<file path="config.mk">
export PLATFORM = sky130hd
export DESIGN_NAME = urb_regs
export DESIGN_NICKNAME = d
export VERILOG_FILES = /design/src/hw/urb_pkg.sv /design/src/hw/urb_regs.sv
export SDC_FILE = /design/constraint.sdc
export NUM_CORES = 2
export LEC_CHECK = 0
export ABC_AREA = 1
export BUFFER_PORTS_ARGS = -buffer_cell sky130_fd_sc_hd__buf_2
export CAP_MARGIN = 0
export CELL_PAD_IN_SITES_DETAIL_PLACEMENT = 2
export CELL_PAD_IN_SITES_GLOBAL_PLACEMENT = 2
export CORE_MARGIN = 3
export CORE_UTILIZATION = 36
export DETAILED_ROUTE_END_ITERATION = 12
export PLACE_DENSITY = 0.89
export REMOVE_ABC_BUFFERS = 1
export SYNTH_ARGS = -nofsm -noshare
export SYNTH_HDL_FRONTEND = slang
export SYNTH_SLANG_ARGS = --single-unit
</file>
<file path="constraint.sdc">
create_clock -name clk_sys -period 5.5 [get_ports clk_sys]
set_input_delay 1.1 -clock clk_sys [delete_from_list [all_inputs] [get_ports clk_sys]]
set_output_delay 1.1 -clock clk_sys [all_outputs]
set_load 0.005 [all_outputs]
</file>
<file path="src/hw/urb_pkg.sv">
package urb_pkg;
  // Register addresses on the 3-bit host bus
  localparam logic [2:0] ADDR_0      = 3'h0;
  localparam logic [2:0] ADDR_1      = 3'h1;
  localparam logic [2:0] ADDR_2      = 3'h2;
  localparam logic [2:0] ADDR_LINE   = 3'h3;
  localparam logic [2:0] ADDR_LSTATE = 3'h5;
  // Line control value that opens the enhanced bank
  localparam logic [7:0] LCTL_ENH    = 8'hBF;
  localparam int         LCTL_DIV    = 7;
  localparam int         EXT_UNLOCK  = 4;
  // Mask bit positions
  localparam int         MASK_RXD    = 0;
  localparam int         MASK_TXE    = 1;
  localparam int         MASK_LINE   = 2;
  localparam int         MASK_MODEM  = 3;
  // Fifo setup bits
  localparam int         SETUP_EN    = 0;
  localparam int         SETUP_CLR   = 1;
  // Interrupt source codes, bits 5:0
  localparam logic [5:0] SRC_NONE    = 6'h01;
  localparam logic [5:0] SRC_LINE    = 6'h06;
  localparam logic [5:0] SRC_TIMEOUT = 6'h0C;
  localparam logic [5:0] SRC_RXLVL   = 6'h04;
  localparam logic [5:0] SRC_TXREADY = 6'h02;
  localparam logic [5:0] SRC_MODEM   = 6'h00;
  // Receive time-out: four characters plus extra bits
  localparam int         CHAR_BITS   = 10;
  localparam int         TO_CHARS    = 4;
  localparam int         TO_EXTRA    = 12;
  localparam int         TO_BITS     = TO_CHARS * CHAR_BITS + TO_EXTRA;
  localparam int         SAMPLES     = 16;
  // Values after reset
  localparam logic [7:0] RST_REG     = 8'h00;
endpackage : urb_pkg

</file>
<file path="src/hw/urb_regs.sv">
`timescale 1ns/1ps
// Operation
// - divisor low, high, fraction at 0..2 only when line control bit 7 set; none at 0xBF, fraction also needs extended feature bit 4.
// - interrupt mask is read/write and gates rx data, tx empty, line, modem sources.
// - the highest-priority permitted source is reported in the interrupt source register.
// - with fifos and rx mask on, raise rx data interrupt at trigger fill level.
// - drop rx data interrupt as soon as fill falls below trigger level.
// - source bit 2 shows rx trigger, bits 2 and 3 time-out, clearing with the interrupt.
// - data-ready sets in the cycle a character enters the receive fifo.
// - data-ready returns to zero only when the receive fifo is empty.
// - receive holding is read-only; writes at that address go to transmit holding.
// - raise receive time-out after four character times plus 12 bit times unread.
// - source bit 0 reads one with nothing pending, zero while any pending.
module urb_regs #(
  parameter int         DEPTH   = 64,
  parameter logic [7:0] DEV_REV = 8'h01,  // Arbitrary value
  parameter logic [7:0] DEV_ID  = 8'h5A   // Arbitrary value
) (
  // Clock and reset
  input  wire  logic        clk_sys,
  input  wire  logic        rst_n,
  // Host register bus
  input  wire  logic [2:0]  addr,
  input  wire  logic        rdStb,
  input  wire  logic        wrStb,
  input  wire  logic [7:0]  wrData,
  output logic       [7:0]  rdData,
  // Receive characters from the shift register
  input  wire  logic        rxValid,
  input  wire  logic [7:0]  rxChar,
  output logic              rxReady,
  // Transmit holding writes
  output logic              txStb,
  output logic       [7:0]  txData,
  // Status from other parts of the core
  input  wire  logic        txEmpty,
  input  wire  logic        lineErr,
  input  wire  logic        modemChg,
  // Baud generator settings and interrupt line
  output logic       [15:0] divisor,
  output logic       [7:0]  divFrac,
  output logic              intReq
);
  localparam int AW = $clog2(DEPTH);

  typedef struct packed {
    logic [7:0]                lineCtl;
    logic [7:0]                mask;
    logic                      fifoEn;
    logic [7:0]                divLo;
    logic [7:0]                divHi;
    logic [7:0]                divFr;
    logic [7:0]                featCtl;
    logic [7:0]                extFeat;
    logic [7:0]                threshold;
    logic [3:0][7:0]           flowChr;
    logic [DEPTH-1:0][7:0]     mem;
    logic [AW-1:0]             wp;
    logic [AW-1:0]             rp;
    logic [AW:0]               cnt;
    logic [1:0][7:0]           buff;
    logic [1:0]                bufCnt;
    logic                      dataRdy;
    logic                      txPend;
    logic                      txEmptyQ;
    logic [19:0]               bitCyc;
    logic [5:0]                bitsSeen;
    logic                      toFlag;
    logic [7:0]                rdData;
    logic [7:0]                txData;
    logic                      txStb;
    logic                      rxReady;
    logic                      intReq;
  } urb_state_s;

  urb_state_s s_r;
  urb_state_s s_nxt;

  logic        enh;
  logic        dlab;
  logic        divZero;
  logic        pop;
  logic        push;
  logic        acc;
  logic        fifoClr;
  logic [AW:0] lvl;
  logic        rxAtLvl;
  logic [5:0]  srcCode;
  logic [7:0]  srcVal;
  logic [7:0]  stateVal;
  logic [7:0]  rdv;
  logic [19:0] bitLen;
  logic [1:0]  slot;

  always_comb begin
    s_nxt   = s_r;
    s_nxt.txStb = 1'b0;
    enh     = (s_r.lineCtl == urb_pkg::LCTL_ENH);
    dlab    = s_r.lineCtl[urb_pkg::LCTL_DIV];
    divZero = ({s_r.divHi, s_r.divLo} == 16'h0000);
    fifoClr = 1'b0;
    // Trigger: one character in non-fifo mode or with level zero, programmed level otherwise
    if (!s_r.fifoEn || s_r.threshold == 8'h00) begin
      lvl = (AW+1)'(1);
    end else begin
      lvl = (AW+1)'(s_r.threshold);
    end
    rxAtLvl = s_r.mask[urb_pkg::MASK_RXD] && (s_r.cnt >= lvl);
    // Priority encoding of permitted sources
    if (s_r.mask[urb_pkg::MASK_LINE] && lineErr) begin
      srcCode = urb_pkg::SRC_LINE;
    end else if (s_r.mask[urb_pkg::MASK_RXD] && s_r.toFlag) begin
      srcCode = urb_pkg::SRC_TIMEOUT;
    end else if (rxAtLvl) begin
      srcCode = urb_pkg::SRC_RXLVL;
    end else if (s_r.mask[urb_pkg::MASK_TXE] && s_r.txPend) begin
      srcCode = urb_pkg::SRC_TXREADY;
    end else if (s_r.mask[urb_pkg::MASK_MODEM] && modemChg) begin
      srcCode = urb_pkg::SRC_MODEM;
    end else begin
      srcCode = urb_pkg::SRC_NONE;
    end
    srcVal   = {{2{s_r.fifoEn}}, srcCode};
    stateVal = {1'b0, txEmpty && !s_r.txStb, txEmpty, 4'h0, s_r.dataRdy};
    s_nxt.intReq = (srcCode != urb_pkg::SRC_NONE);
    // Read decode
    pop = 1'b0;
    rdv = urb_pkg::RST_REG;
    case (addr)
      urb_pkg::ADDR_0: begin
        if (enh) begin
          rdv = 8'(s_r.cnt);
        end else if (dlab) begin
          rdv = divZero ? DEV_REV : s_r.divLo;
        end else begin
          rdv = s_r.mem[s_r.rp];
          pop = rdStb && s_r.cnt != '0;
        end
      end
      urb_pkg::ADDR_1: begin
        if (enh) begin
          rdv = s_r.featCtl;
        end else if (dlab) begin
          rdv = divZero ? DEV_ID : s_r.divHi;
        end else begin
          rdv = s_r.mask;
        end
      end
      urb_pkg::ADDR_2: begin
        if (enh) begin
          rdv = s_r.extFeat;
        end else if (dlab && s_r.extFeat[urb_pkg::EXT_UNLOCK]) begin
          rdv = s_r.divFr;
        end else begin
          rdv = srcVal;
        end
      end
      urb_pkg::ADDR_LINE: rdv = s_r.lineCtl;
      default: begin
        if (enh) begin
          rdv = s_r.flowChr[addr[1:0]];
        end else if (addr == urb_pkg::ADDR_LSTATE) begin
          rdv = stateVal;
        end else begin
          rdv = urb_pkg::RST_REG;
        end
      end
    endcase
    if (rdStb) begin
      s_nxt.rdData = rdv;
    end
    // Write decode
    if (wrStb) begin
      case (addr)
        urb_pkg::ADDR_0: begin
          if (enh) begin
            s_nxt.threshold = wrData;
          end else if (dlab) begin
            s_nxt.divLo = wrData;
          end else begin
            s_nxt.txData = wrData;
            s_nxt.txStb  = 1'b1;
          end
        end
        urb_pkg::ADDR_1: begin
          if (enh) begin
            s_nxt.featCtl = wrData;
          end else if (dlab) begin
            s_nxt.divHi = wrData;
          end else if (s_r.extFeat[urb_pkg::EXT_UNLOCK]) begin
            s_nxt.mask = wrData;
          end else begin
            s_nxt.mask = {s_r.mask[7:4], wrData[3:0]};
          end
        end
        urb_pkg::ADDR_2: begin
          if (enh) begin
            s_nxt.extFeat = wrData;
          end else if (dlab) begin
            if (s_r.extFeat[urb_pkg::EXT_UNLOCK]) begin
              s_nxt.divFr = wrData;
            end
          end else begin
            s_nxt.fifoEn = wrData[urb_pkg::SETUP_EN];
            fifoClr      = wrData[urb_pkg::SETUP_CLR];
          end
        end
        urb_pkg::ADDR_LINE: s_nxt.lineCtl = wrData;
        default: begin
          if (enh) begin
            s_nxt.flowChr[addr[1:0]] = wrData;
          end
        end
      endcase
    end
    // Two-entry buffer ahead of the receive fifo
    acc  = rxValid && s_r.rxReady;
    push = (s_r.bufCnt != 2'd0) && (s_r.cnt < (AW+1)'(DEPTH)) && !fifoClr;
    if (push) begin
      s_nxt.buff[0] = s_r.buff[1];
    end
    slot = s_r.bufCnt - {1'b0, push};
    if (acc) begin
      s_nxt.buff[slot[0]] = rxChar;
    end
    s_nxt.bufCnt  = slot + {1'b0, acc};
    s_nxt.rxReady = (s_nxt.bufCnt != 2'd2);
    // Receive fifo
    if (fifoClr) begin
      s_nxt.wp  = '0;
      s_nxt.rp  = '0;
      s_nxt.cnt = '0;
    end else begin
      if (push) begin
        s_nxt.mem[s_r.wp] = s_r.buff[0];
        s_nxt.wp = s_r.wp + 1'b1;
      end
      if (pop) begin
        s_nxt.rp = s_r.rp + 1'b1;
      end
      s_nxt.cnt = s_r.cnt + (AW+1)'(push) - (AW+1)'(pop);
    end
    s_nxt.dataRdy = push || (s_nxt.cnt != '0);
    // Transmit-ready event: set wins over clear
    s_nxt.txEmptyQ = txEmpty;
    if ((rdStb && addr == urb_pkg::ADDR_2 && !enh && !(dlab && s_r.extFeat[urb_pkg::EXT_UNLOCK]))
        || s_nxt.txStb) begin
      s_nxt.txPend = 1'b0;
    end
    if (txEmpty && (!s_r.txEmptyQ || (s_nxt.mask[urb_pkg::MASK_TXE] &&
        !s_r.mask[urb_pkg::MASK_TXE]))) begin
      s_nxt.txPend = 1'b1;
    end
    // Receive time-out timer, restarted by fifo activity
    bitLen = divZero ? 20'(urb_pkg::SAMPLES) : 20'({s_r.divHi, s_r.divLo}) * 20'(urb_pkg::SAMPLES);
    if (pop || push || s_r.cnt == '0 || fifoClr) begin
      s_nxt.bitCyc   = '0;
      s_nxt.bitsSeen = '0;
      if (pop || s_nxt.cnt == '0) begin
        s_nxt.toFlag = 1'b0;
      end
    end else if (s_r.bitsSeen == 6'(urb_pkg::TO_BITS)) begin
      s_nxt.toFlag = 1'b1;
    end else if (s_r.bitCyc == bitLen - 20'd1) begin
      s_nxt.bitCyc   = '0;
      s_nxt.bitsSeen = s_r.bitsSeen + 6'd1;
    end else begin
      s_nxt.bitCyc = s_r.bitCyc + 20'd1;
    end
  end

  always_ff @(posedge clk_sys) begin
    if (!rst_n) begin
      s_r         <= '0;
      s_r.rxReady <= 1'b1;
      s_r.txEmptyQ <= 1'b1;
    end else begin
      s_r <= s_nxt;
    end
  end

  assign rdData  = s_r.rdData;
  assign rxReady = s_r.rxReady;
  assign txStb   = s_r.txStb;
  assign txData  = s_r.txData;
  assign divisor = {s_r.divHi, s_r.divLo};
  assign divFrac = s_r.divFr;
  assign intReq  = s_r.intReq;
endmodule : urb_regs

</file>
# Word-level counts from Yosys, hierarchy flattened
# Cells that the tools add are included.
dict set report word_totals {
  register_bits 695
  elab_cells 268
  input_bits 27
  output_inout_bits 43
}
dict set report classes {
  n_bitwise 6
  reduce_logical 62
  n_mux 76
  order_cmp 9
  addsub 9
  n_eq_ne 10
}
# cell n
set ops {}
lappend ops {{512-bit bitwise mux} 1}
lappend ops {{8-bit 2-to-1 mux} 32}
lappend ops {{83-bit 2-to-1 mux} 1}
lappend ops {{32-bit 2-to-1 mux} 2}
lappend ops {{8-bit binary-select mux with 6-bit select} 1}
lappend ops {{8-bit demux with 6-bit select} 1}
lappend ops {{20-bit 2-to-1 mux} 2}
lappend ops {{32-bit bitwise mux} 1}
lappend ops {{8-bit one-hot mux with 4 select lines} 1}
lappend ops {{7-bit 2-to-1 mux} 3}
lappend ops {{20-bit by 1-bit adder with 20-bit output (second input constant)} 1}
lappend ops {{20-bit equality test} 1}
lappend ops {{1-bit 2-to-1 mux} 20}
lappend ops {{4-bit AND reduction} 5}
lappend ops {{20-bit by 1-bit subtractor with 20-bit output (second input constant)} 1}
lappend ops {{1-bit logical AND} 19}
lappend ops {{6-bit by 1-bit adder with 6-bit output (second input constant)} 3}
lappend ops {{8-bit binary-select mux with 2-bit select} 1}
lappend ops {{16-bit bitwise mux} 1}
lappend ops {{8-bit demux with 2-bit select} 1}
lappend ops {{16-bit logical NOT} 1}
lappend ops {{7-bit logical NOT} 2}
lappend ops {{6-bit by 7-bit < comparator with 1-bit output (second input constant)} 2}
lappend ops {{7-bit nonzero test} 2}
lappend ops {{34 further kinds} 67}

# Depth between registers and ports, before layout
dict set report depth {
  word_depth 13
  mapped_depth 25
}

# Worst setup path before layout
# OpenSTA, ideal clock, no wires.
dict set report synth_timing {
  path_kind {input to register}
  start {in addr[0]}
  end {reg s_r[48] in the netlist's numbering}
  path_slack_ns 1.316
  t_arrival_ns 4.068
  cell_stages 25
  setup_time_ns 0.115
  t_required_ns 5.385
  path_buffers 2
  path_cell_list {inv_2 -> nand2_1 -> nor2_1 -> nand2_1 -> nor2_2 -> inv_2 -> nand2_4 -> buf_1 -> buf_2 -> ha_1 -> ha_1 -> fa_1 -> nand2_1 -> inv_1 -> o21ai_0 -> and2_1 -> nor2_1 -> nor2_1 -> nor2_1 -> nor2_1 -> xor2_1 -> nand2_1 -> nand3_1 -> o21ai_0 -> inv_1}
}
dict set report synth_via {
  elab_chain_cells 10
  elab_cells_between_ends 12
}
# item line_no
set synth_lines {}
lappend synth_lines {{from (decl)} urb_regs.sv:23} ;# input wire logic [2:0] addr,
lappend synth_lines {{3-bit by 2-bit equality test with 1-bit output} urb_regs.sv:174} ;# case (addr)
lappend synth_lines {{1-bit 2-to-1 mux} urb_regs.sv:174}
lappend synth_lines {{1-bit 2-to-1 mux} urb_regs.sv:173} ;# if (wrStb) begin
lappend synth_lines {{1-bit logical NOT} urb_regs.sv:218} ;# push = (s_r.bufCnt != 2'd0) && (s_r.cnt < (AW+1)'(DEPTH)) && !fifoClr;
lappend synth_lines {{1-bit logical AND} urb_regs.sv:218}
lappend synth_lines {{7-bit by 1-bit adder with 7-bit output} urb_regs.sv:241} ;# s_nxt.cnt = s_r.cnt + (AW+1)'(push) - (AW+1)'(pop);
lappend synth_lines {{7-bit by 1-bit subtractor with 7-bit output} urb_regs.sv:241}
lappend synth_lines {{7-bit 2-to-1 mux} urb_regs.sv:229} ;# if (fifoClr) begin
lappend synth_lines {{7-bit nonzero test} urb_regs.sv:243} ;# s_nxt.dataRdy = push || (s_nxt.cnt != '0);
lappend synth_lines {{1-bit logical OR (*)} urb_regs.sv:243}
lappend synth_lines {{to (signal assigned)} urb_regs.sv:278} ;# s_r <= s_nxt;
lappend synth_lines {{to (decl)} urb_regs.sv:76} ;# urb_state_s s_r;
# Every way passes the cells marked *; elsewhere a longest branch is shown, timed or not.
# A chain may end at the register's enable or synchronous reset.

# Worst setup path in the final report
dict set report layout_timing {
  start {in addr[1]}
  end {reg s_r[19] in the netlist's numbering}
}
dict set report layout_via {
  elab_chain_cells 12
  elab_cells_between_ends 19
}
# item line_no
set layout_lines {}
lappend layout_lines {{3-bit by 2-bit equality test with 1-bit output} urb_regs.sv:174}
lappend layout_lines {{1-bit 2-to-1 mux} urb_regs.sv:174}
lappend layout_lines {{1-bit 2-to-1 mux} urb_regs.sv:173}
lappend layout_lines {{1-bit logical NOT} urb_regs.sv:218}
lappend layout_lines {{1-bit logical AND} urb_regs.sv:218}
lappend layout_lines {{7-bit by 1-bit adder with 7-bit output} urb_regs.sv:241}
lappend layout_lines {{7-bit by 1-bit subtractor with 7-bit output} urb_regs.sv:241}
lappend layout_lines {{7-bit 2-to-1 mux} urb_regs.sv:229}
lappend layout_lines {{7-bit logical NOT} urb_regs.sv:259} ;# if (pop || s_nxt.cnt == '0) begin
lappend layout_lines {{1-bit logical OR} urb_regs.sv:259}
lappend layout_lines {{2-bit by 1-bit inequality test with 1-bit output (no line)} n/a}
lappend layout_lines {{2-bit AND reduction (no line)} n/a}
# Parallel ways exist; a longest one is shown, timed or not.

==> results.txt <==
Max Clk Rate - 209 MHz
initial antenna violation count - 1
via/cell ratio - 6.17
WL/cell - 27.4 um
EDFF count, synth - 0
TritonCTS clock tree - built
Finished Core Util - 0.403
cts-stage hold buffer count - 0
Routed WL - 153 mm
clock latency on the worst-skew pair - 0.68 ns
area of the multi-input gates - 0.0150 mm2
post-route DRC violation count - 0
number of placement rows - 109
maximum VDD drop - 0.467 mV
Leak Pwr - 12.4 nW
setup TNS - 0 ns
Switching Share - 0.348
Tcrit/Tclk final - 0.871
vias in the first global route - 38400
Area Overhead vs Synth - 10.8%
Rel. slew slack - 0.0595
Yosys top cell area share - 0.432
HPWL Detailed - 77.9 mm
fillers - 9985
HP Class - register to register
register area - 0.0140 mm2
ratio of cells with drive above 1 in the final layout - 0.0708
Inserted Clock Buffers - 82
Most common cell on crit path - nor2_1
synthesized instance count - 4549
top cells by area, synth - dfxtp_1, a21oi_1, o21ai_0
Final min period - 4.79 ns
Die Area - 0.0930 mm2
CP max stage delay - 0.39 ns
Flop pwr share - 0.439
FF+latch count, synth - 695
I/O Buffers - 69
critical path type - input port to register
Yosys warning total - 0
die extent in x - 305 um
Setup crit end kind - register
grt total ovfl - 0
unrepaired setup endpoints after global routing - no
GPL Wtd Cong - 0.857
H-tree lvl count - 3
Gate power share - 0.142
Primary FF master, synth - dfxtp_1
Synth cell types - 49
first-pass GRT wire length - 236 mm
I/O pins - 70
asr flop ratio synth - 0
Psw - 4.85 mW
startpoint types - input port
Slew Viols, Final - 0
clock sink count - 695
Clk pwr share - 0.419
run status - complete, no violations
net count reported at finish - 4407
DRT Pass-1 Iters - 6
Die Span Y - 305 um
Avg Inst Size Synth - 7.07 um2
max_cap viols - 0
1st-iter DRT viols - 3077
clock-pin slew on the worst setup and hold paths - 0.07 ns
post-CTS resize count - 0
internal power - 9.09 mW
ANT nets after route - 0
final clock skew - 0.0443 ns
largest net degree at the start of global routing - 200
Starting Density - 0.364
Worst EP required - 6.10 ns
crit-path cells - buf_2 > nand2_1 > nor2_1 > nand2_1 > nor2_2 > inv_2 > nand2_4 > ha_1 > ha_1 > fa_1 > nand2_1 > inv_1 > o21ai_0 > and2_1 > nor2_1 > nor2_1 > nor2_1 > nor2_1 > xor2_1 > nand2_1 > nand3_1 > inv_1 > o21ai_0
Vias - 34500
area leader, netlist - dfxtp_1
CP Max Fanout - 26
share of the yosys chip area belonging to registers - 0.432
slowest CP cell - fa_1
Slew @ Worst Pin - 1.40 ns
CTS Root Cell - clkbuf_16
Post-Syn Area - 0.0322 mm2
Post-CTS Setup Bufs - 0
# setup viols final - 0
All-Layer GR Usage - 0.319
power density over cell area - 391 mW/mm2
maximum root-to-sink buffer count - 3
Final Hold Viols - 0
data arrival time of the critical path - 5.40 ns
core area - 0.0885 mm2
[power groups by stage]
stage,registers (mW),logic [mW],clock network (mW)
after floorplan,5.67,1.08,0
after global placement,6.13,1.66,0
after detailed placement,6.15,1.77,0
after CTS,6.06,1.94,5.89
after global routing,6.11,2.12,6.11
final,6.12,1.98,5.85
[metal layers]
| metal | routed length [um] | vias up | GRT usage |
|---|---|---|---|
| met1 | 60300 | 17500 | 0.374 |
| met4 | 9170 | 0 | 0.190 |
| met2 | 74000 | 1482 | 0.546 |
| li1 | - | 14900 | - |
| met5 | 0 | - | 0 |
| met3 | 9640 | 605 | 0.0552 |
[final timing paths]
kind,startpoint,endpoint,slack (ns),cells after the start
worst max-delay path,addr[1],s_r[19]$_SDFFE_PN0P_,0.71,23
worst min-delay path,s_r[215]$_SDFFE_PN0P_,s_r[215]$_SDFFE_PN0P_,0.45,2
worst max register to register,dlab$_SDFFE_PN0P_,s_r[19]$_SDFFE_PN0P_,1.11,22
worst min register to register,s_r[215]$_SDFFE_PN0P_,s_r[215]$_SDFFE_PN0P_,0.45,2
[flip-flops by register name, indices dropped and copies added, names as in the netlist]
register and flops:
divisor 16, rxReady 1, intReq 1, divFrac 8, txStb 1, s_r 651, txData 8, rdData 8
dlab 1
[cell type report]
type,count,area share
antenna,1,0.0000702
clock inverter,21,0.00842
inverter,427,0.0452
tap,1165,0.0409
clock buffer,130,0.0697
sequential,695,0.391
timing repair buffer,123,0.0238
multi-input combinational,3025,0.421
[synthesized netlist by cell type, types with 9 or more instances]
cell type  number
nor3_1         23
o22ai_1        28
nand3_1       431
ha_1           25
nor2_1        204
a22oi_1         9
o21ai_0       654
xnor2_1        11
dfxtp_1       695
nor2_2         13
buf_2          47
a21oi_1       777
inv_2           9
o211ai_1       53
buf_4          42
nand2_1       642
a211oi_1       26
inv_1         414
nand4_1        55
buf_1          29
xor2_1         25
clkbuf_1      283
[cell families (layout without fill, tap and decap cells)]
logic type / count (synthesis) / in the layout / synth area share
AO/OA/AOI/OAI: 1563 / 1563 / 0.252
AND/OR/NAND/NOR: 1400 / 1400 / 0.192
buffers and inverters: 829 / 701 / 0.104
flip-flops: 695 / 695 / 0.432
XOR/XNOR: 36 / 36 / 0.00980
adder cells (fa/ha/maj): 26 / 26 / 0.0103
other: 0 / 1 / 0
[critical path: cells and delay by family]
kind / cells / cell delay (ns)
simple gates: 13 / 2.16
fa+ha+maj: 3 / 0.93
buf+inv: 4 / 0.55
compound gates: 2 / 0.37
xor+xnor: 1 / 0.24
[cells in the final DEF, fill, tap and decap left out, drive strengths merged, types with 28 or more instances in the layout]
master,netlist,layout
nand4,55,55
nor2,220,220
o211ai,53,53
a21oi,777,777
inv,423,426
dfxtp,695,695
nand3,431,431
buf,119,123
o22ai,28,28
o21ai,657,657
clkbuf,283,130
nand2,647,647
[per-stage QoR]
| stage | setup slack, ns | cells | hold WS (ns) | area [um2] | total power, mW |
|---|---|---|---|---|---|
| after global routing | 0.440 | 5586 | 0.468 | 35700 | 14.3 |
| after detailed placement | 0.498 | 5435 | 0.437 | 32900 | 7.92 |
| after global placement | 0.901 | 5435 | 0.428 | 32900 | 7.79 |
| after CTS | 0.745 | 5586 | 0.448 | 35700 | 13.9 |
| final | 0.707 | 5587 | 0.447 | 35700 | 13.9 |
| after floorplan | -6.19 | 4147 | 0.419 | 30400 | 6.74 |
Note: power is estimated with default switching activity, not from simulation.
